**src/verilog/fault_restart_pkg.sv**
```systemverilog
// constants, types and display texts of the fault restart supervisor
// How it works
// - trip text goes to a two-row, thirty-two column character display
// - up+down gesture or power cycle clears a restartable trip
// - either clear zeroes the tally of every trip type
// - tally reset by gesture keeps the history; memory clear or power cycle erases it
// - non-restartable trips never restart automatically
// - non-restartable trips clear only by power cycle, gesture ignored
// - pending restart shown on display with seconds counting down
// - allowed restarts default to zero for every restartable type
// - each restartable type has its own restart limit and delay
// - automatic restart needs the global permit and a nonzero limit
// - with permit set the device starts in auto mode after power-up
// - unbalance above eighty percent raises restartable phase loss trip
// - current below low current threshold raises restartable trip
// - line overcurrent and output short raise non-restartable trips
// - overtemperature and bus overvoltage raise restartable trips
// - no trip message survives a power cycle
package fault_restart_pkg;
    localparam int N_TYPES = 6;
    localparam int N_RST = 4;
    localparam int HIST_DEPTH = 8;
    localparam int DISP_ROWS = 2;
    localparam int DISP_COLS = 32;
    localparam logic [2:0] T_OUT_SHORT = 3'h0;
    localparam logic [2:0] T_LINE_OC = 3'h1;
    localparam logic [2:0] T_OVERTEMP = 3'h2;
    localparam logic [2:0] T_BUS_OV = 3'h3;
    localparam logic [2:0] T_LOW_CUR = 3'h4;
    localparam logic [2:0] T_PHASE_LOSS = 3'h5;
    localparam logic [2:0] T_FIRST_RST = 3'h2;
    localparam logic [5:0] NON_RESTARTABLE = 6'h03;
    // 80 percent
    localparam logic [7:0] UNBAL_LIMIT_PCT = 8'h50;
    localparam int SECOND_MS = 1000;
    localparam int CLK_KHZ = 20000;
    localparam int SEC_CYCLES = SECOND_MS * CLK_KHZ;
    localparam logic [7:0] ADDR_CTRL = 8'h00;
    localparam logic [7:0] ADDR_STATUS = 8'h04;
    localparam logic [7:0] ADDR_MASK = 8'h08;
    localparam logic [7:0] ADDR_STATE = 8'h0C;
    localparam logic [7:0] ADDR_THRESH = 8'h10;
    localparam logic [7:0] ADDR_RCFG0 = 8'h20;
    localparam logic [7:0] ADDR_TALLY0 = 8'h30;
    localparam logic [7:0] ADDR_TALLY1 = 8'h34;
    localparam logic [7:0] ADDR_HIST = 8'h38;
    localparam logic [7:0] ADDR_HPTR = 8'h3C;
    localparam int CTRL_AUTO_BIT = 0;
    localparam int CTRL_MEMCLR_BIT = 1;
    localparam logic [7:0] RST_LIMIT = 8'h00;
    localparam logic [7:0] RST_DELAY = 8'h00;
    localparam logic [5:0] RST_MASK = 6'h00;
    localparam logic [15:0] RST_THRESH = 16'h0000;
    localparam logic [1:0] RESP_OKAY = 2'h0;
    localparam logic [1:0] RESP_SLVERR = 2'h2;
    localparam logic [127:0] MSG_OUT_SHORT = "OUTPUT FAULT    ";
    localparam logic [127:0] MSG_LINE_OC = "INPUT FAULT     ";
    localparam logic [127:0] MSG_OVERTEMP = "OVER TEMPERATURE";
    localparam logic [127:0] MSG_BUS_OV = "BUS OVERVOLTAGE ";
    localparam logic [127:0] MSG_LOW_CUR = "UNDER CURRENT   ";
    localparam logic [127:0] MSG_PHASE = "PHASE LOSS      ";
    localparam logic [127:0] MSG_READY = "READY           ";
    localparam logic [127:0] MSG_RESTART = "RESTART IN     S";
    localparam logic [127:0] MSG_CYCLE = "CYCLE POWER     ";
    localparam logic [127:0] MSG_CLEAR = "PRESS UP + DOWN ";
    localparam logic [127:0] MSG_BLANK = "                ";
    localparam int DIGIT_COL = 11;

    typedef enum logic [1:0] {ST_IDLE, ST_COUNTDOWN, ST_HELD} sup_state_t;

    typedef struct packed {
        logic out_short;
        logic line_oc;
        logic overtemp;
        logic bus_ov;
        logic [15:0] motor_current;
        logic [7:0] unbalance_pct;
    } trip_inputs_t;

    typedef struct packed {
        logic we;
        logic [5:0] addr;
        logic [7:0] ch;
    } display_t;

    typedef struct packed {
        sup_state_t st;
        logic [2:0] code;
        logic [7:0] secs;
        logic [24:0] tick;
        logic [2:0] up_s;
        logic [2:0] dn_s;
        logic [2:0] pm_s;
        logic key_up;
        logic key_dn;
        logic both_d;
        logic permit;
        logic auto_mode;
        logic [2:0] boot;
        logic [5:0] status;
        logic [5:0] mask;
        logic [5:0] cond_d;
        logic [15:0] thresh;
        logic [N_RST-1:0][7:0] limit;
        logic [N_RST-1:0][7:0] delay;
        logic [N_TYPES-1:0][7:0] tally;
        logic [HIST_DEPTH-1:0][3:0] hist;
        logic [2:0] hptr;
        logic restart;
        logic irq;
        logic [5:0] disp_pos;
        display_t disp;
        logic awready;
        logic wready;
        logic bvalid;
        logic [1:0] bresp;
        logic arready;
        logic rvalid;
        logic [1:0] rresp;
        logic [31:0] rdata;
        logic aw_got;
        logic w_got;
        logic [7:0] awaddr;
        logic [31:0] wdata;
        logic [3:0] wstrb;
    } sup_regs_t;
endpackage

```
**src/verilog/fault_restart_supervisor.sv**
```systemverilog
// trip supervision, restart countdown, display feed and AXI4-Lite registers
`timescale 1ns/1ns
module fault_restart_supervisor #(
    parameter int unsigned SEC_CYCLES_P = fault_restart_pkg::SEC_CYCLES
) (
    input wire logic aclk,
    input wire logic aresetn,
    input wire logic [7:0] s_axi_awaddr,
    input wire logic s_axi_awvalid,
    output logic s_axi_awready,
    input wire logic [31:0] s_axi_wdata,
    input wire logic [3:0] s_axi_wstrb,
    input wire logic s_axi_wvalid,
    output logic s_axi_wready,
    output logic [1:0] s_axi_bresp,
    output logic s_axi_bvalid,
    input wire logic s_axi_bready,
    input wire logic [7:0] s_axi_araddr,
    input wire logic s_axi_arvalid,
    output logic s_axi_arready,
    output logic [31:0] s_axi_rdata,
    output logic [1:0] s_axi_rresp,
    output logic s_axi_rvalid,
    input wire logic s_axi_rready,
    input wire fault_restart_pkg::trip_inputs_t trip_in,
    input wire logic key_up_pin,
    input wire logic key_down_pin,
    input wire logic restart_permit_pin,
    output fault_restart_pkg::display_t disp,
    output logic restart_pulse,
    output logic auto_mode,
    output logic irq
);
    import fault_restart_pkg::*;

    sup_regs_t r;
    sup_regs_t n;
    logic [5:0] cond;
    logic [2:0] first_code;
    logic gesture;
    logic mem_clr;

    function automatic logic [2:0] first_set(input logic [5:0] v);
        logic [2:0] f;
        f = 3'h0;
        for (int i = N_TYPES - 1; i >= 0; i--) begin
            if (v[i]) begin
                f = 3'(i);
            end
        end
        return f;
    endfunction

    function automatic logic [1:0] rst_idx(input logic [2:0] code);
        logic [2:0] d;
        d = code - T_FIRST_RST;
        return d[1:0];
    endfunction

    function automatic logic [31:0] byte_mask(input logic [3:0] strb);
        logic [31:0] m;
        m = 32'h0000_0000;
        for (int b = 0; b < 4; b++) begin
            m[b*8 +: 8] = {8{strb[b]}};
        end
        return m;
    endfunction

    function automatic logic [127:0] trip_text(input logic [2:0] code);
        logic [127:0] t;
        unique case (code)
            T_OUT_SHORT: t = MSG_OUT_SHORT;
            T_LINE_OC: t = MSG_LINE_OC;
            T_OVERTEMP: t = MSG_OVERTEMP;
            T_BUS_OV: t = MSG_BUS_OV;
            T_LOW_CUR: t = MSG_LOW_CUR;
            T_PHASE_LOSS: t = MSG_PHASE;
            default: t = MSG_BLANK;
        endcase
        return t;
    endfunction

    // one character of the 2 x 32 frame; texts fill the left half of each row
    function automatic logic [7:0] disp_char(input sup_state_t st, input logic [2:0] code,
                                             input logic [7:0] secs, input logic [5:0] pos);
        logic [127:0] txt;
        logic [4:0] col;
        logic [7:0] ch;
        col = pos[4:0];
        txt = MSG_BLANK;
        if (!pos[5]) begin
            txt = (st == ST_IDLE) ? MSG_READY : trip_text(code);
        end else if (st == ST_COUNTDOWN) begin
            txt = MSG_RESTART;
        end else if (st == ST_HELD) begin
            txt = NON_RESTARTABLE[code] ? MSG_CYCLE : MSG_CLEAR;
        end
        ch = col[4] ? 8'h20 : txt[127 - 8 * col[3:0] -: 8];
        if (pos[5] && st == ST_COUNTDOWN) begin
            if (col == 5'(DIGIT_COL)) begin
                ch = 8'h30 + (secs / 8'h64);
            end else if (col == 5'(DIGIT_COL + 1)) begin
                ch = 8'h30 + ((secs / 8'h0A) % 8'h0A);
            end else if (col == 5'(DIGIT_COL + 2)) begin
                ch = 8'h30 + (secs % 8'h0A);
            end
        end
        return ch;
    endfunction

    assign cond[T_OUT_SHORT] = trip_in.out_short;
    assign cond[T_LINE_OC] = trip_in.line_oc;
    assign cond[T_OVERTEMP] = trip_in.overtemp;
    assign cond[T_BUS_OV] = trip_in.bus_ov;
    assign cond[T_LOW_CUR] = trip_in.motor_current < r.thresh;
    assign cond[T_PHASE_LOSS] = trip_in.unbalance_pct > UNBAL_LIMIT_PCT;
    assign first_code = first_set(cond);
    assign gesture = r.key_up && r.key_dn && !r.both_d;

    always_comb begin
        logic [31:0] m;
        logic [31:0] wv;
        logic [7:0] tbase;
        logic [1:0] ix;
        logic nonrst_held;
        n = r;
        mem_clr = 1'b0;
        m = 32'h0000_0000;
        wv = 32'h0000_0000;
        tbase = 8'h00;
        ix = 2'h0;
        nonrst_held = 1'b0;
        n.restart = 1'b0;

        // keys and permit arrive from pins: three stages, accept on agreement
        n.up_s = {r.up_s[1:0], key_up_pin};
        n.dn_s = {r.dn_s[1:0], key_down_pin};
        n.pm_s = {r.pm_s[1:0], restart_permit_pin};
        if (r.up_s[1] == r.up_s[2]) begin
            n.key_up = r.up_s[2];
        end
        if (r.dn_s[1] == r.dn_s[2]) begin
            n.key_dn = r.dn_s[2];
        end
        if (r.pm_s[1] == r.pm_s[2]) begin
            n.permit = r.pm_s[2];
        end
        n.both_d = r.key_up && r.key_dn;

        // wait until the permit has settled before choosing the start mode
        if (r.boot != 3'h7) begin
            n.boot = r.boot + 3'h1;
        end
        if (r.boot == 3'h6) begin
            n.auto_mode = n.permit;
        end

        // register bus, write side
        if (r.bvalid && s_axi_bready) begin
            n.bvalid = 1'b0;
        end
        if (s_axi_awvalid && r.awready) begin
            n.aw_got = 1'b1;
            n.awaddr = s_axi_awaddr;
        end
        if (s_axi_wvalid && r.wready) begin
            n.w_got = 1'b1;
            n.wdata = s_axi_wdata;
            n.wstrb = s_axi_wstrb;
        end
        if (n.aw_got && n.w_got && !n.bvalid) begin
            m = byte_mask(n.wstrb);
            wv = n.wdata & m;
            n.bvalid = 1'b1;
            n.bresp = RESP_OKAY;
            n.aw_got = 1'b0;
            n.w_got = 1'b0;
            unique case (n.awaddr[7:2])
                ADDR_CTRL[7:2]: begin
                    if (m[CTRL_AUTO_BIT]) begin
                        n.auto_mode = wv[CTRL_AUTO_BIT];
                    end
                    mem_clr = wv[CTRL_MEMCLR_BIT];
                end
                ADDR_STATUS[7:2]: n.status = r.status & ~wv[5:0];
                ADDR_MASK[7:2]: n.mask = (r.mask & ~m[5:0]) | wv[5:0];
                ADDR_THRESH[7:2]: n.thresh = (r.thresh & ~m[15:0]) | wv[15:0];
                ADDR_STATE[7:2], ADDR_TALLY0[7:2], ADDR_TALLY1[7:2],
                ADDR_HIST[7:2], ADDR_HPTR[7:2]: n.bresp = RESP_OKAY;
                default: begin
                    if (n.awaddr[7:4] == ADDR_RCFG0[7:4]) begin
                        ix = n.awaddr[3:2];
                        n.limit[ix] = (r.limit[ix] & ~m[7:0]) | wv[7:0];
                        n.delay[ix] = (r.delay[ix] & ~m[15:8]) | wv[15:8];
                    end else begin
                        n.bresp = RESP_SLVERR;
                    end
                end
            endcase
        end
        n.awready = !n.aw_got && !n.bvalid;
        n.wready = !n.w_got && !n.bvalid;

        // register bus, read side
        if (r.rvalid && s_axi_rready) begin
            n.rvalid = 1'b0;
        end
        if (s_axi_arvalid && r.arready) begin
            n.rvalid = 1'b1;
            n.rresp = RESP_OKAY;
            n.rdata = 32'h0000_0000;
            unique case (s_axi_araddr[7:2])
                ADDR_CTRL[7:2]: n.rdata[CTRL_AUTO_BIT] = r.auto_mode;
                ADDR_STATUS[7:2]: n.rdata[5:0] = r.status;
                ADDR_MASK[7:2]: n.rdata[5:0] = r.mask;
                ADDR_STATE[7:2]: n.rdata = {14'h0000, r.auto_mode, r.permit, r.secs,
                                            3'h0, r.code, 2'(r.st)};
                ADDR_THRESH[7:2]: n.rdata[15:0] = r.thresh;
                ADDR_TALLY0[7:2]: n.rdata = r.tally[3:0];
                ADDR_TALLY1[7:2]: n.rdata[15:0] = r.tally[5:4];
                ADDR_HIST[7:2]: n.rdata = r.hist;
                ADDR_HPTR[7:2]: n.rdata[2:0] = r.hptr;
                default: begin
                    if (s_axi_araddr[7:4] == ADDR_RCFG0[7:4]) begin
                        n.rdata[15:0] = {r.delay[s_axi_araddr[3:2]], r.limit[s_axi_araddr[3:2]]};
                    end else begin
                        n.rresp = RESP_SLVERR;
                    end
                end
            endcase
        end
        n.arready = !n.rvalid;

        if (mem_clr) begin
            n.hist = '0;
            n.hptr = 3'h0;
        end

        // clear gesture; a non-restartable trip ignores it
        nonrst_held = (r.st == ST_HELD) && NON_RESTARTABLE[r.code];
        if (gesture && !nonrst_held) begin
            n.tally = '0;
            if (r.st != ST_IDLE) begin
                n.st = ST_IDLE;
            end
        end

        // sticky events: a new rise wins over a same-cycle clear
        n.cond_d = cond;
        n.status = n.status | (cond & ~r.cond_d);

        if (r.st == ST_IDLE && |cond) begin
            ix = rst_idx(first_code);
            tbase = gesture ? 8'h00 : r.tally[first_code];
            n.code = first_code;
            n.tally[first_code] = (tbase == 8'hFF) ? tbase : tbase + 8'h01;
            n.hist[n.hptr] = {1'b1, first_code};
            n.hptr = n.hptr + 3'h1;
            n.tick = 25'h0;
            if (!NON_RESTARTABLE[first_code] && r.permit && r.auto_mode
                && r.limit[ix] != 8'h00 && tbase < r.limit[ix]) begin
                n.st = ST_COUNTDOWN;
                n.secs = r.delay[ix];
            end else begin
                n.st = ST_HELD;
            end
        end else if (r.st == ST_COUNTDOWN && n.st == ST_COUNTDOWN) begin
            if (r.secs == 8'h00) begin
                n.restart = 1'b1;
                n.st = ST_IDLE;
            end else if (r.tick == 25'(SEC_CYCLES_P - 1)) begin
                n.tick = 25'h0;
                n.secs = r.secs - 8'h01;
            end else begin
                n.tick = r.tick + 25'h1;
            end
        end

        // display refresh sweeps all 64 cells, one per clock
        n.disp_pos = r.disp_pos + 6'h01;
        n.disp.we = 1'b1;
        n.disp.addr = r.disp_pos;
        n.disp.ch = disp_char(r.st, r.code, r.secs, r.disp_pos);

        n.irq = |(n.status & n.mask);
    end

    // power loss is this reset: every trip and message state starts clean
    always_ff @(posedge aclk) begin
        if (!aresetn) begin
            r <= '0;
            r.st <= ST_IDLE;
            r.limit <= {N_RST{RST_LIMIT}};
            r.delay <= {N_RST{RST_DELAY}};
            r.mask <= RST_MASK;
            r.thresh <= RST_THRESH;
            r.tally <= '0;
        end else begin
            r <= n;
        end
    end

    assign s_axi_awready = r.awready;
    assign s_axi_wready = r.wready;
    assign s_axi_bvalid = r.bvalid;
    assign s_axi_bresp = r.bresp;
    assign s_axi_arready = r.arready;
    assign s_axi_rvalid = r.rvalid;
    assign s_axi_rresp = r.rresp;
    assign s_axi_rdata = r.rdata;
    assign disp = r.disp;
    assign restart_pulse = r.restart;
    assign auto_mode = r.auto_mode;
    assign irq = r.irq;
endmodule // fault_restart_supervisor

```
**config.mk**
```make
export PLATFORM = sky130hd
export DESIGN_NAME = fault_restart_supervisor
export DESIGN_NICKNAME = d
export VERILOG_FILES = /design/src/verilog/fault_restart_pkg.sv /design/src/verilog/fault_restart_supervisor.sv
export SDC_FILE = /design/constraint.sdc
export NUM_CORES = 1
export LEC_CHECK = 0
export ABC_AREA = 1
export BUFFER_PORTS_ARGS = -buffer_cell sky130_fd_sc_hd__buf_2
export CORE_MARGIN = 8
export CORE_UTILIZATION = 25
export CTS_BUF_LIST = sky130_fd_sc_hd__clkbuf_16
export CTS_CLUSTER_DIAMETER = 80
export CTS_CLUSTER_SIZE = 8
export DETAILED_ROUTE_END_ITERATION = 16
export GPL_TIMING_DRIVEN = 0
export PLACE_DENSITY = 0.41
export SKIP_LAST_GASP = 1
export SYNTH_ARGS = -nofsm -noshare
export SYNTH_HDL_FRONTEND = slang
export SYNTH_SLANG_ARGS = --single-unit
```
**constraint.sdc**
```tcl
create_clock -name aclk -period 12.62 [get_ports aclk]
set_input_delay 3.786 -clock aclk [delete_from_list [all_inputs] [get_ports aclk]]
set_output_delay 3.786 -clock aclk [all_outputs]
set_load 0.01 [all_outputs]
```
## Yosys cells after proc, flatten, opt, wreduce, memory -nomap -nowiden

Memory sizes are Yosys's and may differ from the RTL's. A register that Yosys moved wholly into a read port is not among the register bits.
Cells that the tools add are included.

- Logic and storage cells: 296
- ROM bits: 16
- Memories kept: 2
- Bits in registers: 346

- Div/mod/pow operators: 4
- Reduce and logical (&&, ||, !) cells: 52
- Equality and inequality tests: 38
- Magnitude comparators: 12
- Multiplexer cells: 93
- Shift-type cells: 1
- $add $sub $neg: 11
- Bitwise logic cells: 23

Memory list:

| memory | depth | bits a word | rd ports | clocked after Yosys merged registers in | wr ports | line | RTL |
|---|---|---|---|---|---|---|---|
| (name not given) | 8 | 1 | 1 | 1 | 0 | fault_restart_supervisor.sv:96 | `txt = NON_RESTARTABLE[code] ? MSG_CYCLE : MSG_CLEAR;` |
| (name not given) | 8 | 1 | 1 | 0 | 0 | fault_restart_supervisor.sv:260 | `if (!NON_RESTARTABLE[first_code] && r.permit && r.auto_mode` |

Operators with widths:

| cell | number |
|---|---|
| 127-bit one-hot mux with 6 select lines | 1 |
| 128-bit 2-to-1 mux | 2 |
| 127-bit 2-to-1 mux | 2 |
| 8-bit 2-to-1 mux | 19 |
| 135-bit by 33-bit indexed part select with 8-bit output | 1 |
| 125-bit 2-to-1 mux | 1 |
| 102-bit 2-to-1 mux | 1 |
| 33-bit 2-to-1 mux | 3 |
| 8-bit binary-select mux with 2-bit select | 6 |
| 32-bit bitwise mux | 3 |
| 83-bit 2-to-1 mux | 1 |
| 35-bit 2-to-1 mux | 2 |
| 10-bit one-hot mux with 6 select lines | 1 |
| 48-bit bitwise mux | 1 |
| 6-bit by 4-bit equality test with 1-bit output, second input constant | 8 |
| 48-bit 2-to-1 mux | 1 |
| 16-bit one-hot mux with 3 select lines | 1 |
| 36-bit 2-to-1 mux | 1 |
| 16-bit bitwise AND | 2 |
| 3-bit 2-to-1 mux | 9 |
| 25-bit by 1-bit adder with 25-bit output, second input constant | 1 |
| 25-bit equality test, second input constant | 1 |
| 25-bit 2-to-1 mux | 1 |
| 6-bit by 8-bit adder with 8-bit output, first input constant | 3 |
| 69 further kinds | 162 |

## Longest topological paths before layout

- Depth in word-level cells: 16
- Depth in mapped cells: 37
- Mapped depth without buffers: 37

## Least setup slack after synthesis

Ideal clock, no wire load.

- Path kind: input-to-reg
- From: input port trip_in[15] (netlist bit)
- To: register r[333] (netlist bit)
- Library setup time: 0.064 ns
- Buffers on the path: 2
- Required time: 12.556 ns
- Arrival time: 6.936 ns
- Stages: 23
- Setup slack: 5.620 ns
- Path through: ha_1 -> a21oi_1 -> o21ai_0 -> o211ai_1 -> a21oi_1 -> o21ai_2 -> nand2_1 -> nand2_1 -> buf_4 -> nand2_1 -> o221ai_1 -> nor2_1 -> nand2_1 -> inv_1 -> ha_1 -> a2111oi_0 -> nand4_1 -> nor2_1 -> nand2_1 -> nand2_2 -> buf_4 -> a21oi_1 -> nor2_1

- Cells in the longest elaborated chain, start to end: 15
- Elaborated cells between the ends (all ways): 32

Ends and longest elaborated chain:

| element | line | RTL |
|---|---|---|
| start: declaration | fault_restart_supervisor.sv:25 | `input wire fault_restart_pkg::trip_inputs_t trip_in,` |
| 16-bit less-than comparator * | fault_restart_supervisor.sv:115 | `assign cond[T_LOW_CUR] = trip_in.motor_current < r.thresh;` |
| branches (longest 14 deep; another with 8-bit less-than comparator) | -- |  |
| end signal: assignment | fault_restart_supervisor.sv:299 | `r <= n;` |
| end: declaration | fault_restart_supervisor.sv:36 | `sup_regs_t r;` |

Mark *: on every way between the ends. The select of a mux whose other input is x is not followed.
A chain may end at the register's enable or synchronous reset.

## Final worst setup path

- From: input port trip_in[19] (netlist bit)
- To: register r[344] (netlist bit)

- Cells in the longest elaborated chain, start to end: 15
- Elaborated cells between the ends (all ways): 25

Ends and longest elaborated chain:

| element | line | RTL |
|---|---|---|
| 16-bit less-than comparator * | fault_restart_supervisor.sv:115 |  |
| branches (longest 13 deep; another with 8-bit less-than comparator) | -- |  |
| 2-bit 2-to-1 mux * | fault_restart_supervisor.sv:252 | `if (r.st == ST_IDLE && \|cond) begin` |

Marked as above.

==> metrics.txt <==
root buf cell clkbuf_16; adder-cell area share of the yosys netlist 2.99%; Peak Freq 119 MHz; Flop pwr share 30.1%; Final Hold Fails 0; slew at the pin closest to its max-slew limit approximately 1.3 ns; EDFF count, synth 0; power per cell area 181 nW/um2; number of global-route vias before repair 19127; Synth Cell Area 18400 um2; Synth Area in XOR/XNOR less than 1%; die height 288 um; Leak 8.91 nW; TritonRoute pass-1 iters 6; Logic pwr share 38.5%; initial antenna violation count 2; post-synthesis register bit count 325; CTS resizes 0; # rows a little under 100; largest net degree at the start of global routing 14; RSZ-0062 raised after global routing no; reg2reg setup slack 7.09 ns; post-layout min period 8.38 ns; Total GRT Usage 20.8%; startpoint class of the critical path input port; Worst-Skew Late Latency 0.60 ns; max_slew headroom under 10%; # diodes 0; die area between 80000 and 90000 um2; post-route setup TNS 0 ns; global-route wire length before repair 129000 um; routability congestion estimate from global placement 0.973; Port Buffers 124; share of cells above drive strength 1 11.5%; asr flop ratio synth 0%; CTS clk-pin slew, worst paths 0.05 ns; final setup margin 4.24 ns; via count approximately 20000; switching share of power 42.1%; status finished, final reports clean; compound-cell area share of the yosys netlist 24.9%; most common cell after layout, fill and taps aside nand2_1; CTS HTree Levels 2; DPL Wire Length 69100 um; CTS tree yes; WP data required 13.15 ns; Yosys cell types 62; Std-Cell Core Area 73000 um2; setup violators final 0; fillers between 8000 and 9000; DIE WIDTH 288 um; Mapped Avg Cell Area a little under 7 um2; Clk pwr share 31.5%; Crit Path Max Fanout 10; post-synthesis mux area share 0.625%; Mapped Cells approximately 2700; most common flop cell mapped by yosys dfxtp_1; setup bufs post-CTS 0; period utilization 66.4%; Synth Area in Simple Gates a little under a quarter; DRC 0; critical path class input port to flip-flop; routed len/inst 23.1 um; Layout area overhead 17.3%; grt ovf 0; CTS max path bufs 3; Sw Pwr 1.65 mW; Detail Route Antenna Nets 0; most frequent cells in the layout nand2_1, inv_1, dfxtp_1, o21ai_0, a21oi_1; arrival time worst endpoint between 8 and 9 ns; post-synthesis sequential area ratio 35.3%; worst hold-check path type flip-flop to flip-flop; dpl ws 3.66 ns; Worst VDD drop around 0.14 mV; IO Pins about 150; maxcap violations 0; Final Max Tran Viols 0; starting density of the core 25.3%; combinational family with the most area after synthesis compound AO/OA/AOI/OAI gates; Iteration-0 DRC Markers 1939; hold buffers post-CTS 0; Worst Skew 0.0192 ns; Synth Warn # 0; Vias per Instance 5.15; crit path capture type flip-flop; number of buffers created by CTS 49; CTS sink cnt 325; drt total wl 89300 um; nets just over 3000; Int Power between 2 and 2.5 mW
[worst paths after layout]
| check | startpoint | endpoint | cells past startpoint |
|---|---|---|---|
| max | trip_in[19] | r[344]$_SDFF_PN0_ | 20 |
| min | n[304]$_SDFF_PN0_ | r[304]$_SDFF_PN0_ | 2 |
| max reg2reg | flip-flop | r[344]$_SDFF_PN0_ | 20 |
| min reg2reg | n[304]$_SDFF_PN0_ | r[304]$_SDFF_PN0_ | 2 |
[power groups by stage]
stage               sequential [mW]  combinational [mW]  clock [mW]
floorplan                      1.17                1.05           0
finish                         1.18                1.51        1.23
detailed placement             1.20                1.49           0
global placement               1.20                1.48           0
global route                   1.18                1.66        1.30
CTS                            1.18                1.49        1.26
[kinds of logic after synthesis]
family / Yosys count
simple gates: 967
compound gates: 805
buf+inv: 556
flops: 325
fa+ha+maj: 44
xor+xnor: 13
mux: 11
other cells: 1
[critical path, cell delays in order]
cell	delay [ns]
buf_2	0.10
ha_1	0.28
inv_1	0.05
nor3_1	0.39
o211ai_1	0.21
a21oi_1	0.31
o21ai_2	0.10
a21oi_1	0.43
clkbuf_1	0.75
nand2_1	0.10
a21oi_1	0.43
ha_1	0.37
a2111oi_0	0.44
nand4_1	0.15
nor2_1	0.11
nand2_1	0.21
nand2_2	0.23
buf_4	0.22
nand2_1	0.07
a21oi_1	0.14
[metal layers]
layer	up-vias	track usage, %	wire [um]
li1	9425	-	-
met1	9527	27.3	38900
met2	772	33.7	40500
met3	177	3.54	6390
met4	2	8.02	3500
met5	-	0	15
[layout make-up]
type                    count  area, um2  share of cell area [%]
clock buffers              50       1250                    5.79
inverters                 384       1460                    6.73
clock inverters            12        110                   0.509
well taps                 959       1200                    5.55
multi-input cells        1842       9610                    44.4
repair buffers            124        621                    2.87
plain buffers             172        867                    4.01
flip-flops and latches    325       6510                    30.1
[registers in the layout, summed over array words and instances (netlist names), 12 cells and up, named ones only]
register / flops
disp: 15
n: 12
r: 239
s_axi_rdata: 32
[Yosys cell counts (all sizes together), types with 2 or more instances]
cell type,instances,share of area [%]
dfxtp,325,35
nor4,11,0.37
xnor2,3,0.14
a2111oi,4,0.19
o21bai,3,0.12
buf,67,2.5
clkbuf,105,2.2
a21oi,284,7.9
o311ai,2,0.095
o211ai,13,0.56
nand4,21,0.91
a31oi,14,0.48
inv,378,7.7
xor2,10,0.48
o31ai,14,0.57
ha,44,3.0
mux2i,10,0.56
a22o,2,0.095
nand2,473,10
nor3b,5,0.20
o221ai,10,0.48
o2111ai,13,0.62
nor3,44,1.2
o22ai,70,2.4
o21a,5,0.20
o21ai,311,8.5
a311oi,3,0.14
a41oi,2,0.095
a221oi,35,1.7
nor2,259,5.4
nand3,131,3.7
or2,22,0.75
a211oi,8,0.33
clkinv,5,0.10
a22oi,7,0.29
[metrics by stage]
stage,utilization (%),cells,power (mW),instance area [um2],hold slack [ns]
floorplan,-,2723,2.22,18400,0.390
global placement,27.8,3806,2.68,20300,0.414
detailed placement,27.8,3806,2.68,20300,0.413
CTS,29.6,3868,3.93,21600,0.433
global route,29.6,3868,4.15,21600,0.448
finish,29.6,3868,3.92,21600,0.430
Power figures use the tool's default switching activity.
